$ cat src/core/gcct_pkg.sv
/*
 * Package for the four channel capture/compare timer: widths, modes, encodings.
 * Assumes a single 100 MHz clock domain and no register bus.
 */
package gcct_pkg;
	// ==========================================================
	// Sizes
	localparam int GCCT_CNT_W = 16;
	localparam int GCCT_NCH = 4;
	localparam int GCCT_PRE_W = 3;
	localparam int GCCT_PRE_STAGES = 7;
	localparam int GCCT_ACC_CH = 3;
	// ==========================================================
	// Edge select codes
	localparam logic [1:0] GCCT_EDGE_OFF = 2'h0;
	localparam logic [1:0] GCCT_EDGE_RISE = 2'h1;
	localparam logic [1:0] GCCT_EDGE_FALL = 2'h2;
	localparam logic [1:0] GCCT_EDGE_BOTH = 2'h3;
	// ==========================================================
	// Compare output action codes
	localparam logic [1:0] GCCT_ACT_NONE = 2'h0;
	localparam logic [1:0] GCCT_ACT_TOGGLE = 2'h1;
	localparam logic [1:0] GCCT_ACT_CLEAR = 2'h2;
	localparam logic [1:0] GCCT_ACT_SET = 2'h3;
	// ==========================================================
	// Reset values
	localparam logic [15:0] GCCT_CNT_RST = 16'h0000;
	localparam logic [GCCT_PRE_STAGES-1:0] GCCT_PRE_RST = 7'h00;
endpackage

$ cat src/core/gcct_timer.sv
/*
 * Four channel capture/compare timer with shared 16-bit counter, prescaler,
 * overflow flag and a pulse accumulator on channel three.
 * Assumes capture pins are asynchronous; control bits come from the same clock.
 */
// How it works
// One shared 16-bit counter advanced through a seven-stage prescaler.
// Four channels, each independently set for capture or compare.
// Channel three may instead serve as the pulse accumulator.
// Each counter wrap past 16 bits raises the overflow flag.
// Capture latches the counter on the chosen input edge.
// Compare match drives the output action and raises a flag.
// Capture and compare channels run at once off one counter.
// Accumulator counts edges or counts ticks while its input is active.
// Prescale divides the clock by 1 to 128 in powers of two.
// Channel and overflow events set sticky flags; software clears them; enables gate irq.
`timescale 1ns/1ps
module gcct_timer
	import gcct_pkg::*;
(
	input wire logic clk,
	input wire logic reset_n,
	input wire logic timer_en,
	input wire logic [GCCT_PRE_W-1:0] prescale_sel,
	input wire logic [GCCT_NCH-1:0] chan_is_compare,
	input wire logic [2*GCCT_NCH-1:0] capture_edge,
	input wire logic [2*GCCT_NCH-1:0] compare_action,
	input wire logic [GCCT_CNT_W*GCCT_NCH-1:0] compare_value,
	input wire logic acc_enable,
	input wire logic acc_gated,
	input wire logic acc_active_high,
	input wire logic [GCCT_NCH-1:0] chan_in,
	input wire logic [GCCT_NCH+1:0] flag_clear,
	input wire logic [GCCT_NCH+1:0] flag_enable,
	output logic [GCCT_CNT_W-1:0] count,
	output logic [GCCT_CNT_W*GCCT_NCH-1:0] capture_value,
	output logic [GCCT_CNT_W-1:0] acc_count,
	output logic [GCCT_NCH-1:0] chan_out,
	output logic [GCCT_NCH+1:0] flags,
	output logic irq
);
	// ==========================================================
	// Prescaler and counter
	logic [GCCT_PRE_STAGES-1:0] pre_r;
	logic [GCCT_PRE_STAGES:0] pre_ext;
	logic tick;
	logic [GCCT_CNT_W-1:0] count_r;
	logic ovf_evt;

	// power of two divide
	assign pre_ext = {pre_r, 1'b0} | {{GCCT_PRE_STAGES{1'b0}}, 1'b1};
	assign tick = timer_en & ((prescale_sel == 3'h0) ? 1'b1 :
		(&pre_ext[prescale_sel -: 1] & ((pre_r & ((7'h01 << prescale_sel) - 7'h01)) ==
		((7'h01 << prescale_sel) - 7'h01))));
	assign ovf_evt = tick & (count_r == 16'hFFFF);
	assign count = count_r;

	// prescaler and counter
	always_ff @(posedge clk or negedge reset_n) begin
		if (!reset_n) begin
			pre_r <= GCCT_PRE_RST;
			count_r <= GCCT_CNT_RST;
		end else begin
			if (timer_en) begin
				pre_r <= pre_r + 7'h01;
			end
			if (tick) begin
				count_r <= count_r + 16'h0001;
			end
		end
	end

	// ==========================================================
	// Input synchronisers
	logic [GCCT_NCH-1:0] sync1_r;
	logic [GCCT_NCH-1:0] sync2_r;
	logic [GCCT_NCH-1:0] prev_r;
	logic [GCCT_NCH-1:0] rise;
	logic [GCCT_NCH-1:0] fall;

	// Two-stage synchroniser then an edge history stage
	always_ff @(posedge clk or negedge reset_n) begin
		if (!reset_n) begin
			sync1_r <= '0;
			sync2_r <= '0;
			prev_r <= '0;
		end else begin
			sync1_r <= chan_in;
			sync2_r <= sync1_r;
			prev_r <= sync2_r;
		end
	end
	assign rise = sync2_r & ~prev_r;
	assign fall = ~sync2_r & prev_r;

	// ==========================================================
	// Channels
	logic [GCCT_NCH-1:0] cap_evt;
	logic [GCCT_NCH-1:0] cmp_evt;
	logic [GCCT_NCH-1:0] acc_mode;
	logic [GCCT_NCH-1:0] ch_evt;

	genvar gi;
	generate
		for (gi = 0; gi < GCCT_NCH; gi++) begin : g_ch
			logic [1:0] edge_sel;
			logic [1:0] act;
			logic edge_hit;
			logic [GCCT_CNT_W-1:0] cap_r;
			logic out_r;
			assign edge_sel = capture_edge[2*gi +: 2];
			assign act = compare_action[2*gi +: 2];
			// channel three taken by accumulator
			assign acc_mode[gi] = (gi == GCCT_ACC_CH) && acc_enable;
			assign edge_hit = ((edge_sel == GCCT_EDGE_RISE) & rise[gi]) |
				((edge_sel == GCCT_EDGE_FALL) & fall[gi]) |
				((edge_sel == GCCT_EDGE_BOTH) & (rise[gi] | fall[gi]));
			// per channel mode select
			assign cap_evt[gi] = ~acc_mode[gi] & ~chan_is_compare[gi] & edge_hit;
			// compare match on counter tick
			assign cmp_evt[gi] = ~acc_mode[gi] & chan_is_compare[gi] & tick &
				(count_r == compare_value[GCCT_CNT_W*gi +: GCCT_CNT_W]);
			assign ch_evt[gi] = cap_evt[gi] | cmp_evt[gi];
			assign capture_value[GCCT_CNT_W*gi +: GCCT_CNT_W] = cap_r;
			assign chan_out[gi] = out_r;
			// capture latch and R6 output action
			always_ff @(posedge clk or negedge reset_n) begin
				if (!reset_n) begin
					cap_r <= GCCT_CNT_RST;
					out_r <= 1'b0;
				end else begin
					if (cap_evt[gi]) begin
						cap_r <= count_r;
					end
					if (cmp_evt[gi]) begin
						unique case (act)
							GCCT_ACT_NONE: out_r <= out_r;
							GCCT_ACT_TOGGLE: out_r <= ~out_r;
							GCCT_ACT_CLEAR: out_r <= 1'b0;
							GCCT_ACT_SET: out_r <= 1'b1;
						endcase
					end
				end
			end
		end
	endgenerate

	// ==========================================================
	// Pulse accumulator
	logic [GCCT_CNT_W-1:0] acc_r;
	logic acc_inc;
	logic acc_ovf;
	logic acc_level;

	assign acc_level = ~(sync2_r[GCCT_ACC_CH] ^ acc_active_high);
	// event or gated time counting
	assign acc_inc = acc_enable & (acc_gated ? (tick & acc_level) :
		(acc_active_high ? rise[GCCT_ACC_CH] : fall[GCCT_ACC_CH]));
	assign acc_ovf = acc_inc & (acc_r == 16'hFFFF);
	assign acc_count = acc_r;

	always_ff @(posedge clk or negedge reset_n) begin
		if (!reset_n) begin
			acc_r <= GCCT_CNT_RST;
		end else if (acc_inc) begin
			acc_r <= acc_r + 16'h0001;
		end
	end

	// ==========================================================
	// Sticky flags: channels, counter overflow, accumulator overflow
	logic [GCCT_NCH+1:0] flag_r;
	logic [GCCT_NCH+1:0] flag_set;

	// overflow event folded into flags
	assign flag_set = {acc_ovf, ovf_evt, ch_evt};
	assign flags = flag_r;
	assign irq = |(flag_r & flag_enable);

	// set wins over clear
	always_ff @(posedge clk or negedge reset_n) begin
		if (!reset_n) begin
			flag_r <= '0;
		end else begin
			flag_r <= (flag_r & ~flag_clear) | flag_set;
		end
	end

	// ==========================================================
	// Assertions
	property p_count_step;
		@(posedge clk) disable iff (!reset_n)
		tick |=> count_r == $past(count_r) + 16'h0001;
	endproperty
	a_count_step: assert property (p_count_step) else $error("counter did not step on tick");

	property p_div1;
		@(posedge clk) disable iff (!reset_n)
		(timer_en && prescale_sel == 3'h0) |-> tick;
	endproperty
	a_div1: assert property (p_div1) else $error("divide by one missed tick");

	property p_div2;
		@(posedge clk) disable iff (!reset_n)
		(tick && prescale_sel == 3'h1 && timer_en) |=> !tick;
	endproperty
	a_div2: assert property (p_div2) else $error("divide by two ticked twice");

	property p_ovf;
		@(posedge clk) disable iff (!reset_n)
		ovf_evt |=> flag_r[GCCT_NCH] && count_r == 16'h0000;
	endproperty
	a_ovf: assert property (p_ovf) else $error("overflow not flagged");

	property p_capture;
		@(posedge clk) disable iff (!reset_n)
		cap_evt[1] |=> capture_value[31:16] == $past(count_r) && flag_r[1];
	endproperty
	a_capture: assert property (p_capture) else $error("capture value wrong");

	property p_compare;
		@(posedge clk) disable iff (!reset_n)
		(cmp_evt[0] && compare_action[1:0] == GCCT_ACT_SET) |=> chan_out[0];
	endproperty
	a_compare: assert property (p_compare) else $error("compare set action missed");

	property p_acc_mode;
		@(posedge clk) disable iff (!reset_n)
		acc_enable |=> $stable(capture_value[GCCT_CNT_W*GCCT_ACC_CH +: GCCT_CNT_W]) && $stable(chan_out[GCCT_ACC_CH]);
	endproperty
	a_acc_mode: assert property (p_acc_mode) else $error("channel three active in accumulator mode");

	property p_acc;
		@(posedge clk) disable iff (!reset_n)
		acc_inc |=> acc_r == $past(acc_r) + 16'h0001;
	endproperty
	a_acc: assert property (p_acc) else $error("accumulator did not count");

	property p_sticky;
		@(posedge clk) disable iff (!reset_n)
		(flag_r[0] && !flag_clear[0]) |=> flag_r[0];
	endproperty
	a_sticky: assert property (p_sticky) else $error("flag dropped without clear");

	property p_mixed;
		@(posedge clk) disable iff (!reset_n)
		(|ch_evt) |=> (flag_r[GCCT_NCH-1:0] & $past(ch_evt)) == $past(ch_evt);
	endproperty
	a_mixed: assert property (p_mixed) else $error("simultaneous events lost");

	c_capture: cover property (@(posedge clk) disable iff (!reset_n) cap_evt[1]);
	c_compare: cover property (@(posedge clk) disable iff (!reset_n) cmp_evt[0]);
	c_ovf: cover property (@(posedge clk) disable iff (!reset_n) ovf_evt);
	c_acc: cover property (@(posedge clk) disable iff (!reset_n) acc_inc && acc_gated);
endmodule // gcct_timer

$ cat config.mk
export PLATFORM = sky130hd
export DESIGN_NAME = gcct_timer
export DESIGN_NICKNAME = d
export VERILOG_FILES = /design/src/core/gcct_pkg.sv /design/src/core/gcct_timer.sv
export SDC_FILE = /design/constraint.sdc
export NUM_CORES = 1
export LEC_CHECK = 0
export BUFFER_PORTS_ARGS = -buffer_cell sky130_fd_sc_hd__buf_4
export CORE_ASPECT_RATIO = 1.25
export CORE_UTILIZATION = 40
export CTS_CLUSTER_DIAMETER = 100
export DETAILED_ROUTE_END_ITERATION = 7
export GPL_TIMING_DRIVEN = 0
export PLACE_DENSITY_LB_ADDON = 0.3
export SYNTH_ARGS = -nofsm -noshare
export SYNTH_HDL_FRONTEND = slang
export SYNTH_SLANG_ARGS = --single-unit
$ cat constraint.sdc
create_clock -name clk -period 2.4 [get_ports clk]
set_clock_uncertainty 0.2 [all_clocks]
set_input_delay 0.36 -clock clk [delete_from_list [all_inputs] [get_ports clk]]
set_output_delay 0.36 -clock clk [all_outputs]
set_load 0.05 [all_outputs]
# Word-level counts from Yosys, hierarchy flattened

Index checks and enable logic that the tools add are counted.

Logic and storage cells: 141
Bits in writable memories: 0
Input bits: 109
Output and inout bits: 107
Bits in read-only memories: 0
Bits in registers: 125
Latch bits: 0
Memories: 0

Div/mod/pow operators: 0
Reductions and logical operators: 10
Multiplexer cells: 7
Shift operators: 2
Add/sub/neg operators: 4
Multiply operators: 0
Equality and inequality tests: 31
$lt $le $gt $ge: 0
Bitwise logic cells: 72

Operator list:

| cell                    | count |
|---|---|
| $eq A16 B16 Y1          | 4 |
| $add A16 B1 Y16 const B | 2 |
| $and A1 B1 Y1           | 32 |
| $eq A16 B16 Y1 const B  | 2 |
| $eq A2 B2 Y1 const B    | 16 |
| $eq A2 B1 Y1 const B    | 8 |
| $or A1 B1 Y1            | 16 |
| $not A1 Y1              | 14 |
| $and A6 B6 Y6           | 2 |
| $pmux W1 S3             | 4 |
| $and A4 B4 Y4           | 2 |
| $logic_not A2 Y1        | 4 |
| $not A4 Y4              | 2 |
| $reduce_and A2 Y1       | 4 |
| $shiftx A8 B4 Y1        | 1 |
| $add A7 B1 Y7 const B   | 1 |
| $and A7 B7 Y7           | 1 |
| $eq A7 B7 Y1            | 1 |
| $shl A1 B3 Y7 const A   | 1 |
| $sub A7 B1 Y7 const B   | 1 |
| $not A6 Y6              | 1 |
| $or A6 B6 Y6            | 1 |
| $reduce_or A6 Y1        | 1 |
| $logic_not A3 Y1        | 1 |
| other kinds (2)         | 4 |

# Depth between registers and ports, before layout

Gate-level depths: netlist (run 1).

Depth after elaboration: 12
Depth in mapped cells: 11
Mapped depth without buffers: 9

# Worst setup path before layout (run 1)

Ideal clock, no wire load.

Path type: input to register
From: input prescale_sel[2]
To: register flag_r[3], in the netlist flags[3]
Setup time: 0.124 ns
Data required time: 2.076 ns
Buffers on the path: 2
Path slack: -0.433 ns
Data arrival time: 2.509 ns
Stages: 10
Cells stage by stage: buf_4 or3_1 ha_1 or3b_2 o32a_1 nand4b_2 o31ai_1 buf_2 and2_1 a211o_1

Cells in the longest elaborated chain, start to end: 11
Elaborated cells between the ends (all ways): 13
Those cells by class: 1 x add/sub; 1 x eq/ne; 2 x shift; 1 x mux; 7 x bitwise; 1 x reduce/logical

RTL lines:

| element                         | line                               | source |
|---|---|---|
| start, declared                 | gcct_timer.sv:24                   | `input wire logic [GCCT_PRE_W-1:0] prescale_sel,` |
| $shl A1 B3 Y7                   | gcct_timer.sv:53, gcct_timer.sv:54 |  |
| $sub A7 B1 Y7                   | gcct_timer.sv:53, gcct_timer.sv:54 |  |
| $and A7 B7 Y7                   | gcct_timer.sv:53                   | `(&pre_ext[prescale_sel -: 1] & ((pre_r & ((7'h01 << prescale_sel) - 7'h01)) ==` |
| $eq A7 B7 Y1                    | gcct_timer.sv:53                   |  |
| $and A1 B1 Y1                   | gcct_timer.sv:53                   |  |
| $mux W1 (*)                     | gcct_timer.sv:52                   | `assign tick = timer_en & ((prescale_sel == 3'h0) ? 1'b1 :` |
| $and A1 B1 Y1 (*)               | gcct_timer.sv:52                   |  |
| $and A1 B1 Y1 (*) (2 in series) | gcct_timer.sv:121                  | `assign cmp_evt[gi] = ~acc_mode[gi] & chan_is_compare[gi] & tick &` |
| $or A1 B1 Y1 (*)                | gcct_timer.sv:123                  | `assign ch_evt[gi] = cap_evt[gi] \| cmp_evt[gi];` |
| $or A6 B6 Y6 (*)                | gcct_timer.sv:185                  | `flag_r <= (flag_r & ~flag_clear) \| flag_set;` |
| end signal, assigned            | gcct_timer.sv:185                  |  |
| end, declared                   | gcct_timer.sv:172                  | `logic [GCCT_NCH+1:0] flag_r;` |

Every way passes the cells marked *; elsewhere a longest branch is shown, timed or not.
A chain may end at the register's enable or synchronous reset.

# Worst setup path in the final report (run 1)

From: input prescale_sel[2]
To: register count_r[15], in the netlist count[15]

Cells in the longest elaborated chain, start to end: 7
Elaborated cells between the ends (all ways): 9
Those cells by class: 1 x add/sub; 1 x eq/ne; 2 x shift; 1 x mux; 3 x bitwise; 1 x reduce/logical

RTL lines:

| element              | line                               | source |
|---|---|---|
| $shl A1 B3 Y7        | gcct_timer.sv:53, gcct_timer.sv:54 |  |
| $sub A7 B1 Y7        | gcct_timer.sv:53, gcct_timer.sv:54 |  |
| $and A7 B7 Y7        | gcct_timer.sv:53                   |  |
| $eq A7 B7 Y1         | gcct_timer.sv:53                   |  |
| $and A1 B1 Y1        | gcct_timer.sv:53                   |  |
| $mux W1 (*)          | gcct_timer.sv:52                   |  |
| $and A1 B1 Y1 (*)    | gcct_timer.sv:52                   |  |
| end signal, assigned | gcct_timer.sv:68                   | `count_r <= count_r + 16'h0001;` |
| end, declared        | gcct_timer.sv:47                   | `logic [GCCT_CNT_W-1:0] count_r;` |

Marks and branches as above.

==> results.py, run 1 <==
metrics = {
    "finish": {
        "diodes": 0,
        "finalNetCount": 893,
        "layout-drive-gt1-share": 0.504,
        "area_growth_syn_to_layout_pct": 49.2,
        "fin_area_um2": 9260,
        "finalCoreUtilization": 0.614,
        "fillers": 1223,
    },
    "placement": {
        "dpl_cell_area_um2": 8170,
        "dp_hpwl_um": 13600,
        "io_buffers": 211,
        "gp_congestion": 0.789,
    },
    "synthesis": {
        "synth_top_area_frac": 0.504,
        "synth_commonest_cells": "dfrtp_1, xnor2_1, mux2_2, xor2_1, inv_1",
        "ys_warn_count": 0,
        "synth_area_per_cell_um2": 11.8,
        "synth_area_leaders": "dfrtp_1, mux2_2, xnor2_1",
        "syn-cell-area_um2": 6200,
        "ys_ff_latch": 125,
        "synth_compound_area_frac": 0.0633,
        "synth_ff_type": "dfrtp_1",
        "syn-num-nets": 645,
        "synth_edf_count": 0,
        "synth_xor_area_frac": 0.143,
        "yosysSeqAreaShare": 0.504,
        "netlist_instances": 524,
        "async_reset_ff_frac": 1.00,
        "yosys.area_share.simple": 0.0980,
        "yosysMostFrequentCell": "dfrtp_1",
        "synthMuxAreaShare": 0.128,
        "yosysTopAreaCell": "dfrtp_1",
        "synthDistinctLibCells": 47,
        "synth_top_family_by_area": "XOR/XNOR gates",
        "synthAdderAreaFrac": 0.0242,
    },
    "critical_path": {
        "reg2reg_slack_ns": 0.03,
        "path_buf_inv": 2,
        "cp_top_family": "simple AND/OR/NAND/NOR gates",
        "critPathMaxFanout": 5,
        "start_kind": "primary input",
        "path_cells": "buf_12 -> or3_4 -> ha_4 -> o211ai_1 -> a31oi_2 -> nand4b_4 -> o31a_1 -> buf_6 -> nor4_4 -> xor2_1",
        "path_class": "in -> reg",
        "critPathSlowestCell": "o31a_1",
        "r2r_start": "count[3]",
        "worstReg2RegEnd": "count[14]",
        "critPathArrivalTime_ns": 2.58,
        "reg2reg_depth": 6,
        "end_kind": "flip-flop",
        "cp.required_ns": 2.53,
        "slowest_delay_ns": 0.40,
    },
    "sta": {
        "tightestPinTransition_ns": 0.583,
        "fin_ws_ns": -0.0518,
        "period_share": 1.02,
        "hold_viol": 0,
        "fmax_mhz": 408,
        "grt_setup_unrepaired": "true",
        "finalMaxSlewViolations": 0,
        "setup_viol": 5,
        "maxSlewHeadroom": 0.611,
        "min_period_ns": 2.45,
    },
    "status": {
        "failed_checks": "setup timing",
        "outcome": "complete, but fails checks",
    },
    "pwr": {
        "fin_total_pwr_w": 0.00781,
        "peakVddDrop_uv": 728,
        "power_density_nw_per_um2": 844,
        "leakagePower_nw": 4.50,
    },
    "detailed_routing": {
        "dr.pass1.iters": 4,
        "detail_route.vias_per_cell": 5.01,
        "dr_total_vias": 4979,
        "drtIter0Drc": 151,
        "drc": 0,
        "avgRoutedWirePerCell_um": 18.8,
        "finalWirelength_um": 18700,
        "antenna_left": 0,
    },
    "floorplanning": {
        "dieArea_um2": 16000,
        "dieHeight_um": 141,
        "core_area_um2": 15100,
        "fp.dieW_um": 113,
        "start_util": 0.411,
        "placementRows": 50,
        "pin_count": 216,
    },
    "clocking": {
        "cts_max_level": 4,
        "cts_tree": "built",
        "cts_buffers": 17,
        "clk_pin_slew_ns": 0.05,
        "clock_latency_ns": 0.41,
        "cts_buffer_depth": 2,
        "clock_sinks": 125,
        "root_buffer": "clkbuf_16",
    },
    "grt": {
        "grt_first_pass_wirelength_um": 28200,
        "grt_use_met1": 0.285,
        "use_met2": 0.411,
        "grtUsageTotal": 0.239,
        "gr-usage-met3": 0.0589,
        "grt.busiest_layer": "met2",
        "grt_start_max_net_pins": 72,
        "grt.overflow.total": 0,
        "grt_pass1_vias": 5085,
        "antenna_found_initial": 0,
    },
    "worst_hold_path": {
        "worstHoldStart": "timer_en",
        "whs_endpoint": "pre_r[0]",
        "holdPathStages": 2,
        "hp-class": "in -> reg",
    },
    "flow_run": {
        "drv_cap": 0,
    },
}
repair_timing:
item | CTS | global route
hold endpoints to repair | 60 | 0
hold buffers | 7 | 0
setup endpoints to repair | 70 | 55
cloned | 0 | 2
setup buffers | 5 | 8
pin swaps | 1 | 25
resized for setup | 34 | 55
sequential cells by signal, indices dropped and copies added, names as in the netlist:
| name | count |
|---|---|
| acc_count | 16 |
| count | 16 |
| flags | 6 |
| g_ch.cap_r | 64 |
| g_ch.out_r | 4 |
| pre_r | 7 |
| prev_r | 4 |
| sync1_r | 4 |
| sync2_r | 4 |
worst reg2reg max path, cell delays in order (launching register included):
cell and delay [ns]:
dfrtp_1 0.70, nand4_1 0.29, nor3_2 0.29, nand2_1 0.22, nor2_1 0.22, nand4_1 0.16, xnor2_1 0.17
layout by cell type (no fill, tap or decap), drive strengths merged, types with 6 or more instances in the layout:
cell         instances
nor4                12
mux2                68
clkbuf              30
nand2               20
a31oi                6
a21oi               10
xor2                29
buf                245
nor3                 6
ha                  12
nand3               12
inv                 23
o21ai                9
xnor2               72
nor2                10
dfrtp              125
o211ai              11
nand4               18
dlygate4sd3          7
cell type report:
type                       count  area (um^2)  area share
sequential                   125         3130       0.338
clock inverter                11          115      0.0124
tap                          208          260      0.0281
multi-input combinational    344         3150       0.340
inverter                      23         86.3     0.00933
timing repair buffer         234         1820       0.196
clock buffer                  21          480      0.0519
buffer                        27          214      0.0231
kinds of logic (layout without fill, tap and decap cells):
logic type                 after synthesis  count (layout)
DFF                                    125             125
adders and majority gates               12              12
AOI/OAI and AO/OA                       57              57
xor gates and xnor gates               101             101
and+or+nand+nor                        103             103
buffers and inverters                   55             316
muxes                                   71              71
per-stage QoR:
step / hold WS [ns] / cells / setup WS (ns) / setup TNS [ns]
final: 0.0289 / 993 / -0.0518 / -0.103
after global routing: 0.0266 / 993 / -0.116 / -1.87
after CTS: 0.0129 / 983 / -0.0392 / -0.0518
after detailed placement: 0.144 / 944 / -0.603 / -37.48
after global placement: 0.134 / 943 / -0.525 / -32.66
after floorplan: -0.136 / 524 / -0.287 / -8.89
per-layer routing:
layer / wire (um) / up-vias
li1: - / 2329
met5: 0 / -
met4: 321 / 0
met2: 9550 / 186
met3: 1070 / 24
met1: 7710 / 2440
worst max-delay path by stage:
| stage | start | to | slack (ns) | depth (start not counted) |
|---|---|---|---|---|
| 2_1_floorplan | prescale_sel[0] | acc_count[10] | -0.29 | 10 |
| 3_3_place_gp | prescale_sel[0] | count[9] | -0.52 | 9 |
| 3_5_place_dp | sync2_r[1] | g_ch[1].cap_r[12] | -0.60 | 7 |
| 4_1_cts | prescale_sel[0] | count[5] | -0.04 | 10 |
| 5_1_grt | prescale_sel[2] | count[15] | -0.12 | 10 |
| 6_report | prescale_sel[2] | count[15] | -0.05 | 10 |
power breakdown:
part	total (W)	switching, W	internal, W
clock network	0.00254	0.000914	0.00163
registers	0.00271	0.000301	0.00241
logic	0.00256	0.00159	0.000970
total	0.00781	0.00280	0.00501
Power figures use the tool's default switching activity.
==> inputs of run 2 (changes only) <==
Settings changed: MAX_ROUTING_LAYER from default to met4.
==> results.py, run 2 (synthesis gave the netlist of run 1 again) <==
metrics = {
    "floorplanning": {
        "start_util": 0.411,
        "dieArea_um2": 16000,
        "fp.dieW_um": 113,
        "placementRows": 50,
        "dieHeight_um": 141,
        "core_area_um2": 15100,
        "pin_count": 216,
    },
    "finish": {
        "layout_common_cells": "buf_4, dfrtp_1, xnor2_1",
        "largest-register": "g_ch.cap_r",
        "layout-drive-gt1-share": 0.503,
        "finalNetCount": 892,
        "multiInputGateArea_um2": 3140,
        "area_growth_syn_to_layout_pct": 48.9,
        "largest_register_ff_count": 64,
        "fillers": 1218,
        "final_common_cell": "buf_4",
        "seqCellArea_um2": 3130,
        "finalCoreUtilization": 0.613,
    },
    "critical_path": {
        "reg2reg_depth": 7,
        "start_kind": "primary input",
        "endpoint": "count[15]",
        "end_kind": "flip-flop",
        "cp.required_ns": 2.53,
        "critPathArrivalTime_ns": 2.58,
        "r2r_start": "count[2]",
        "path_class": "in -> reg",
        "critPathMaxFanout": 5,
        "reg2reg_slack_ns": 0.02,
        "startpoint": "prescale_sel[2]",
        "worstReg2RegEnd": "count[14]",
    },
    "grt": {
        "grt_first_pass_wirelength_um": 28200,
        "grt_start_max_net_pins": 72,
        "grt.overflow.total": 0,
        "grt_pass1_vias": 5082,
        "antenna_found_initial": 0,
        "grtUsageTotal": 0.246,
    },
    "sta": {
        "fmax_mhz": 408,
        "min_period_ns": 2.45,
        "tns_ns": -0.0876,
        "period_share": 1.02,
        "setup_viol": 3,
        "grt_setup_unrepaired": "true",
        "tightestPinTransition_ns": 0.620,
        "hold_viol": 0,
        "fin_ws_ns": -0.0530,
        "finalMaxSlewViolations": 0,
        "maxSlewHeadroom": 0.587,
    },
    "pwr": {
        "leakagePower_nw": 4.48,
        "power_density_nw_per_um2": 845,
        "peakVddDrop_uv": 728,
    },
    "placement": {
        "dp_hpwl_um": 13600,
        "io_buffers": 211,
        "gp_congestion": 0.801,
        "dp_slack_ns": -0.603,
    },
    "worst_hold_path": {
        "worstHoldStart": "timer_en",
        "hp-class": "in -> reg",
    },
    "flow_run": {
        "drv_cap": 0,
    },
    "clocking": {
        "root_buffer": "clkbuf_16",
        "cts_buffer_depth": 2,
        "cts_max_level": 4,
        "cts_buffers": 17,
        "clock_latency_ns": 0.41,
        "clk_pin_slew_ns": 0.05,
        "cts_tree": "built",
        "clock_sinks": 125,
    },
    "detailed_routing": {
        "detail_route.vias_per_cell": 5.05,
        "drtIter0Drc": 197,
        "drc": 0,
        "dr_total_vias": 5010,
        "avgRoutedWirePerCell_um": 18.7,
        "dr.pass1.iters": 4,
        "antenna_left": 0,
        "finalWirelength_um": 18600,
    },
    "status": {
        "failed_checks": "setup timing",
        "outcome": "complete, but fails checks",
    },
}
==> run 2: cell types whose count changed in the layout (fill, tap and decap cells not counted) <==
cell      previous run  this run
buf_4              231       228
clkbuf_4             4         3
and2_4               4         3
diode_2              0         1
nor3b_4              1         0
and2_1               1         2
buf_2                3         6
nor3b_2              2         3
==> run 2: final cells by class <==
| cell class | count | area share |
|---|---|---|
| multi-input combinational | 344 | 0.340 |
| sequential | 125 | 0.339 |
| timing repair buffer | 233 | 0.196 |
| clock buffer | 21 | 0.0520 |
| tap | 208 | 0.0282 |
| buffer | 27 | 0.0224 |
| clock inverter | 11 | 0.0125 |
| inverter | 23 | 0.00935 |
| antenna | 1 | 0.000271 |
==> run 2: worst max-delay path: stages <==
cell and delay [ns]:
buf_12 0.10, or3_4 0.39, ha_4 0.26, o211ai_1 0.09
a31oi_2 0.23, nand4b_4 0.14, o31a_1 0.40, buf_6 0.18
nor4_4 0.25, xor2_1 0.18
==> run 2: repair_timing <==
action,in CTS,in global routing
gates cloned,0,2
endpoints found under the hold margin,60,0
hold buffers,7,0
gates resized for setup,34,47
buffers inserted,5,7
setup endpoints to repair,70,55
pin swaps,1,21
==> run 2: worst min-delay path by stage <==
stage | slack, ns | endpoint | depth (start not counted)
detailed placement | 0.14 | sync2_r[3] | 0
floorplan | -0.14 | acc_count[0] | 0
global placement | 0.13 | sync2_r[1] | 0
finish | 0.03 | pre_r[0] | 2
CTS | 0.01 | pre_r[0] | 2
global route | 0.02 | flags[0] | 3
==> run 2: where the power goes <==
group	switching, W	internal (W)	leakage (nW)
Sequential	0.000300	0.00241	1.63
Clock	0.000917	0.00163	0.287
Combinational	0.00158	0.000964	2.56
Total	0.00280	0.00500	4.48
==> run 2: through the flow <==
stage	power, W	instance area [um^2]	cells	hold WS [ns]
2_1_floorplan	0.00429	6290	524	-0.136
3_3_place_gp	0.00511	8140	943	0.134
3_5_place_dp	0.00518	8170	944	0.144
4_1_cts	0.00779	8980	983	0.0129
5_1_grt	0.00814	9230	992	0.0239
6_report	0.00780	9240	993	0.0277
==> run 2: routing by layer <==
layer	up-vias	GRT usage	wire length [um]
met5	-	-	0
met4	0	0.0873	323
met3	25	0.0619	1050
met2	194	0.413	9540
met1	2465	0.285	7640
li1	2326	-	-
